## src/pkg/rtc_pwr_regs.svh

```systemverilog
/*
 * Register indices, field positions and reset values of the wake-pin,
 * clock-output and retained-word register bank.
 * Assumes a 16-bit register port with a 3-bit word index.
 */
`ifndef RTC_PWR_REGS_SVH
`define RTC_PWR_REGS_SVH

`define PCTL_IDX          3'h0
`define RW1_IDX           3'h1
`define RW2_IDX           3'h2
`define RW3_IDX           3'h3
`define RW4_IDX           3'h4

`define WAKE_LVL_BIT      4
`define WAKE_DIR_BIT      3
`define BANDGAP_PD_BIT    2
`define REGULATOR_PD_BIT  1
`define CLKOUT_EN_BIT     0
`define PCTL_FIELD_MSB    4

`define PCTL_RESET        5'h00
`define RW_RESET          16'h0000
`define RSVD_READ         11'h000

`endif

```

## src/pkg/rtc_pwr_pkg.sv

```systemverilog
/*
 * Types shared by the wake-pin and retained-word register bank.
 * Assumes the register header is compiled alongside it.
 */
package rtc_pwr_pkg;

    typedef logic [15:0] word_t;
    typedef logic [2:0]  idx_t;

    // Field order gives bit 4 down to bit 0 of the control register.
    typedef struct packed {
        logic wake_output_level;
        logic wake_direction;
        logic bandgap_powerdown;
        logic regulator_powerdown;
        logic clock_output_enable;
    } pctl_s;

    typedef struct packed {
        logic wake_out;
        logic wake_oe_n;
        logic clkout;
        logic wake_event;
    } pin_out_s;

endpackage

```

## src/verilog/sync_2ff.sv

```systemverilog
/*
 * Two-flop synchroniser for a single asynchronous level.
 * Assumes the caller reads only the synchronised output.
 */
`timescale 1ns/1ps
module sync_2ff (
    input  wire logic clk,
    input  wire logic rst,
    input  wire logic ce,
    input  wire logic d,
    output logic      q
);
    logic meta_reg;
    logic meta_next;
    logic q_reg;
    logic q_next;

    always_comb begin
        meta_next = d;
        q_next    = meta_reg;
    end

    always_ff @(posedge clk) begin
        if (rst) begin
            meta_reg <= 1'b0;
            q_reg    <= 1'b0;
        end else if (ce) begin
            meta_reg <= meta_next;
            q_reg    <= q_next;
        end
    end

    assign q = q_reg;
endmodule // sync_2ff

```

## src/verilog/retained_word.sv

```systemverilog
/*
 * One 16-bit software word kept in the always-on domain.
 * Assumes write strobe and clear come from logic on the same clock.
 */
`timescale 1ns/1ps
`include "rtc_pwr_regs.svh"
module retained_word
    import rtc_pwr_pkg::*;
(
    input  wire logic  clk,
    input  wire logic  rst,
    input  wire logic  ce,
    input  wire logic  clr,
    input  wire logic  we,
    input  wire word_t wdata,
    output word_t      q
);
    word_t value_reg;
    word_t value_next;

    always_comb begin
        value_next = value_reg;
        if (clr) begin
            value_next = `RW_RESET;
        end else if (we) begin
            value_next = wdata;
        end
    end

    always_ff @(posedge clk) begin
        if (rst) begin
            value_reg <= `RW_RESET;
        end else if (ce) begin
            value_reg <= value_next;
        end
    end

    assign q = value_reg;
endmodule // retained_word

```

## src/verilog/rtc_pwr_bank.sv

```systemverilog
/*
 * Wake-pin control, clock-output gate and four retained words.
 * Assumes this sits in the always-on clock domain, that the register
 * port is on the same clock, and that the interrupt block supplies the
 * external event enable as a same-domain level.
 */
`timescale 1ns/1ps
`include "rtc_pwr_regs.svh"
module rtc_pwr_bank
    import rtc_pwr_pkg::*;
(
    input  wire logic  CLK,
    input  wire logic  RST,
    input  wire logic  CE,
    input  wire idx_t  ADDR,
    input  wire word_t WDATA,
    input  wire logic  WR,
    input  wire logic  RD,
    output word_t      RDATA,
    input  wire logic  BLOCK_SOFT_RESET,
    input  wire logic  EXTERNAL_EVENT_IRQ_ENABLE,
    input  wire logic  WAKE_PIN_IN,
    output logic       WAKE_PIN_OUT,
    output logic       WAKE_PIN_OE_N,
    input  wire logic  REF_CLK_IN,
    output logic       CLKOUT,
    output logic       WAKE_EVENT
);

    pctl_s    pctl_reg;
    pctl_s    pctl_next;
    pin_out_s pins_reg;
    pin_out_s pins_next;
    word_t    rdata_reg;
    word_t    rdata_next;
    logic     wake_prev_reg;
    logic     wake_prev_next;
    logic     wake_sync;
    logic     ref_sync;
    logic     wake_rise;
    logic     pctl_we;
    logic     [3:0] word_we;
    word_t    words [4];

    // Both external levels are asynchronous to CLK.
    sync_2ff u_wake_sync (
        .clk (CLK),
        .rst (RST),
        .ce  (CE),
        .d   (WAKE_PIN_IN),
        .q   (wake_sync)
    );

    sync_2ff u_ref_sync (
        .clk (CLK),
        .rst (RST),
        .ce  (CE),
        .d   (REF_CLK_IN),
        .q   (ref_sync)
    );

    // Retained words.

    genvar gi;
    generate
        for (gi = 0; gi < 4; gi++) begin : g_word
            assign word_we[gi] = WR && (ADDR == (`RW1_IDX + 3'(gi)));

            retained_word u_word (
                .clk   (CLK),
                .rst   (RST),
                .ce    (CE),
                .clr   (BLOCK_SOFT_RESET),
                .we    (word_we[gi]),
                .wdata (WDATA),
                .q     (words[gi])
            );
        end
    endgenerate

    // Control register.

    assign pctl_we = WR && (ADDR == `PCTL_IDX);

    always_comb begin
        pctl_next = pctl_reg;
        if (BLOCK_SOFT_RESET) begin
            pctl_next = `PCTL_RESET;
        end else if (pctl_we) begin
            // Only bits 4..0 are kept; the rest of the write is dropped.
            pctl_next = pctl_s'(WDATA[`PCTL_FIELD_MSB:0]);
        end
    end
    // The two power-down bits are stored so software reads back what it
    // wrote, but nothing in this block acts on them.

    always_ff @(posedge CLK) begin
        if (RST) begin
            pctl_reg <= `PCTL_RESET;
        end else if (CE) begin
            pctl_reg <= pctl_next;
        end
    end

    // Read port.

    always_comb begin
        rdata_next = `RW_RESET;
        if (RD) begin
            case (ADDR)
                `PCTL_IDX: rdata_next = {`RSVD_READ, pctl_reg};
                `RW1_IDX:  rdata_next = words[0];
                `RW2_IDX:  rdata_next = words[1];
                `RW3_IDX:  rdata_next = words[2];
                `RW4_IDX:  rdata_next = words[3];
                default:   rdata_next = `RW_RESET;
            endcase
        end
    end

    always_ff @(posedge CLK) begin
        if (RST) begin
            rdata_reg <= `RW_RESET;
        end else if (CE) begin
            rdata_reg <= rdata_next;
        end
    end

    // Pin logic.

    // While the pin is an output the synchroniser sees our own drive, so
    // the event detector is gated by direction to avoid self-triggering.
    assign wake_rise = wake_sync && !wake_prev_reg;

    always_comb begin
        wake_prev_next = wake_sync;
        pins_next      = pins_reg;
        // The pad only ever sinks; high comes from the outside pull-up.
        pins_next.wake_out   = 1'b0;
        pins_next.wake_oe_n  = !(pctl_reg.wake_direction
                                 && !pctl_reg.wake_output_level);
        pins_next.clkout     = pctl_reg.clock_output_enable && ref_sync;
        pins_next.wake_event = wake_rise && !pctl_reg.wake_direction
                               && EXTERNAL_EVENT_IRQ_ENABLE;
    end

    always_ff @(posedge CLK) begin
        if (RST) begin
            wake_prev_reg <= 1'b0;
            pins_reg      <= '{wake_out: 1'b0, wake_oe_n: 1'b1, clkout: 1'b0, wake_event: 1'b0};
        end else if (CE) begin
            wake_prev_reg <= wake_prev_next;
            pins_reg      <= pins_next;
        end
    end

    assign RDATA         = rdata_reg;
    assign WAKE_PIN_OUT  = pins_reg.wake_out;
    assign WAKE_PIN_OE_N = pins_reg.wake_oe_n;
    assign CLKOUT        = pins_reg.clkout;
    assign WAKE_EVENT    = pins_reg.wake_event;
endmodule // rtc_pwr_bank

```

## config.mk

```make
export PLATFORM = sky130hd
export DESIGN_NAME = rtc_pwr_bank
export DESIGN_NICKNAME = d
export VERILOG_FILES = /design/src/pkg/rtc_pwr_pkg.sv /design/src/verilog/sync_2ff.sv /design/src/verilog/retained_word.sv /design/src/verilog/rtc_pwr_bank.sv
export VERILOG_INCLUDE_DIRS = /design/src /design/src/pkg
export SDC_FILE = /design/constraint.sdc
export NUM_CORES = 1
export LEC_CHECK = 0
export ABC_AREA = 1
export BUFFER_PORTS_ARGS = -buffer_cell sky130_fd_sc_hd__buf_2
export CORE_UTILIZATION = 52
export DETAILED_ROUTE_END_ITERATION = 12
export PLACE_DENSITY = 0.79
export SLEW_MARGIN = 0
export SYNTH_ARGS = -nofsm -noshare
export SYNTH_HDL_FRONTEND = slang
export SYNTH_SLANG_ARGS = --single-unit
```

## constraint.sdc

```tcl
create_clock -name CLK -period 1.2 [get_ports CLK]
set_input_delay 0.12 -clock CLK [delete_from_list [all_inputs] [get_ports CLK]]
set_output_delay 0.12 -clock CLK [all_outputs]
set_load 0.02 [all_outputs]
```

==> metrics <==
CP Cell Sequence=inv_1 > o21ai_0 > buf_4 > o21ai_0 > a21oi_1; number of max-cap violations=0; total gr overflow=0; initial antenna violation count=0; DRC=0; post-detailed-route count of antenna-violating nets=0; top sig layer=met4; Initial Util=54.96%; dominant cells by area after synthesis=dfxtp_1 46%, nor2_1 15%, o21ai_0 12%; commonest non-fill, non-tap cell in the layout=nor2_1; Die H=90.49 um; post-synthesis compound-gate area fraction=17.46%; I/O Buffers=46; post-DP HPWL=7119 um; Final min period=1.112 ns; Syn Nets=606; syn_area_per_cell=7.044 um^2; Die Footprint=8188 um^2; xor and xnor area share after synthesis=0%; top cell type by total area after synthesis=dfxtp_1; post-synthesis adder-cell area fraction=0%; Yosys reg bits=93; mapped cell area=4071 um^2; final setup vio count=0; first-pass GRT wire length=16810 um; Max Fclk=899.7 MHz; largest net degree at the start of global routing=76; area of the core=7408 um^2; Final nets=661; Clock transition at path regs=0.08 ns; buffers plus inverters on the worst setup path=2; RSZ-0062 raised after global routing=false; Top Family by Delay on Critical Path=compound AO/OA/AOI/OAI gates; outcome=complete, no violations; CTS tree=done; Post-Synth Simple-Gate Area=26.80%; slowest CP cell=dfxtp_1; crit path DAT=1.34 ns; Detailed Route WL=10060 um; P&R area growth vs syn=17.67%; CP max stage delay=0.33 ns; first-pass iteration count of the detailed router=5; Worst Path Required=1.43 ns; die width=90.49 um; post-CTS setup buffer count=0; P_leak=2.098 nW; Hold Path Cell Cnt=3; DR WL met2=4609 um; max reg flops=64; critical path's most frequent cell=o21ai_0; CTS sink cnt=93; worst-case vdd ir drop=0.5494 mV; worst hold path type=in -> reg; CTS Hold Bufs=2; clock tree buffer depth=2; gr usage total=25.69%; htree depth=3; FP Rows=31; Ports=48; Ys Warns=0; CTS Buf Count=9; hold path start=EXTERNAL_EVENT_IRQ_ENABLE; Final GP Congestion=0.8847; Antenna diodes=0; final hold viol count=0; DR vias=3915; largest family of logic cells by synthesized area=simple AND/OR/NAND/NOR gates; power after layout=6.501 mW; Unique masters post-synth=24; startpoint types=register; number of DRC markers in iteration 0=212; power density cells=1357 nW/um^2; met1 wire length=4654 um; post-DR vias/cell=5.319; worst hold margin=0.06023 ns; CP Class=reg -> reg; WHS Endpoint=WAKE_EVENT$_SDFFE_PP0P_; Syn Inst Count=578; CP Max Fanout=2; Skew-Pair Late Insertion Delay=0.35 ns; vias in the first global route=3491; clk root buf=clkbuf_8; post-synthesis sequential area ratio=45.73%; Critical R2R Launch=g_word[2].u_word.q[7]$_SDFFE_PP0P_; R2R cell count=5; reg-to-reg endpoint=RDATA[7]$_SDFFE_PP0P_; Wirelength per Cell=13.66 um; final worst path period share=92.63%; met3 wire length=714 um; most frequent cells in the layout=164 x nor2_1, 96 x o21ai_0, 93 x dfxtp_1, 46 x buf_2, 45 x inv_1; worst clock skew=0.006024 ns; # resized after CTS=0; worst reg-to-reg setup slack=0.09 ns; multiplexer area fraction after synthesis=0%; CP Capture Type=register; Synth top area share=45.73%; Final Max Tran Viols=0; share of cells above drive strength 1=17.43%
==> worst max path at each step <==
stage                                  startpoint                             endpoint  slack, ns  cells after the start
2_1_floorplan                             ADDR[1]  g_word[3].u_word.q[12]$_SDFFE_PP0P_       0.07                      8
3_3_place_gp                              ADDR[2]                RDATA[7]$_SDFFE_PP0P_      -0.09                      7
3_5_place_dp                              ADDR[2]                RDATA[7]$_SDFFE_PP0P_      -0.16                      7
4_1_cts        g_word[3].u_word.q[7]$_SDFFE_PP0P_                RDATA[7]$_SDFFE_PP0P_       0.10                      5
5_1_grt        g_word[2].u_word.q[7]$_SDFFE_PP0P_                RDATA[7]$_SDFFE_PP0P_       0.06                      5
6_report       g_word[2].u_word.q[7]$_SDFFE_PP0P_                RDATA[7]$_SDFFE_PP0P_       0.09                      5
==> metal layers <==
layer,global-route usage [%],vias to the layer above
met2,40.97,150
met1,35.53,1763
met3,4.882,7
met4,6.720,0
met5,0,-
li1,-,1995
==> cell type report <==
cell class | count | area (um^2)
Clock buffer | 12 | 155.1
Clock inverter | 3 | 68.82
Fill cell | 644 | 2618
Inverter | 52 | 200.2
Multi-Input combinational cell | 394 | 1805
Sequential cell | 93 | 1862
Tap cell | 99 | 123.9
Timing Repair Buffer | 83 | 575.6
==> cells in the mapped netlist, drive strengths merged <==
master and number:
a21oi 19, buf 22, clkbuf 17, clkinv 2, conb 1, dfxtp 93, inv 50, nand2 32
nand3 31, nand4 27, nor2 165, o21ai 114, o21bai 5
==> worst min-delay path: cells and delay by family <==
kind / cells / cell delay, ns
simple gates: 1 / 0.09
compound gates: 1 / 0.06
buf+inv: 1 / 0.10
==> metrics by stage <==
stage                     setup slack [ns]  instances  setup TNS (ns)  utilization [%]  cell area (um^2)
after CTS                           0.1017        736               0            64.67              4791
after global routing               0.06173        736               0            64.67              4791
after global placement            -0.08606        719         -0.7333            61.37              4547
after floorplan                    0.06614        578               0                -              4071
after detailed placement           -0.1608        719          -1.466            61.37              4547
final                              0.08850        736               0            64.67              4791
==> kinds of logic (layout without fill, tap and decap cells) <==
family | after synthesis | after routing
and+or+nand+nor | 255 | 255
AOI/OAI and AO/OA | 138 | 138
DFF | 93 | 93
buffers and inverters | 91 | 150
other | 1 | 1
==> report_power, final <==
part	internal, mW	total, mW	switching (mW)	leakage [nW]
combinational	0.319	0.838	0.518	1.22
clock	1.28	2.30	1.02	0.113
sequential	3.26	3.36	0.0988	0.764
total	4.86	6.50	1.64	2.10
No activity file was read; power rests on OpenSTA's default activity.
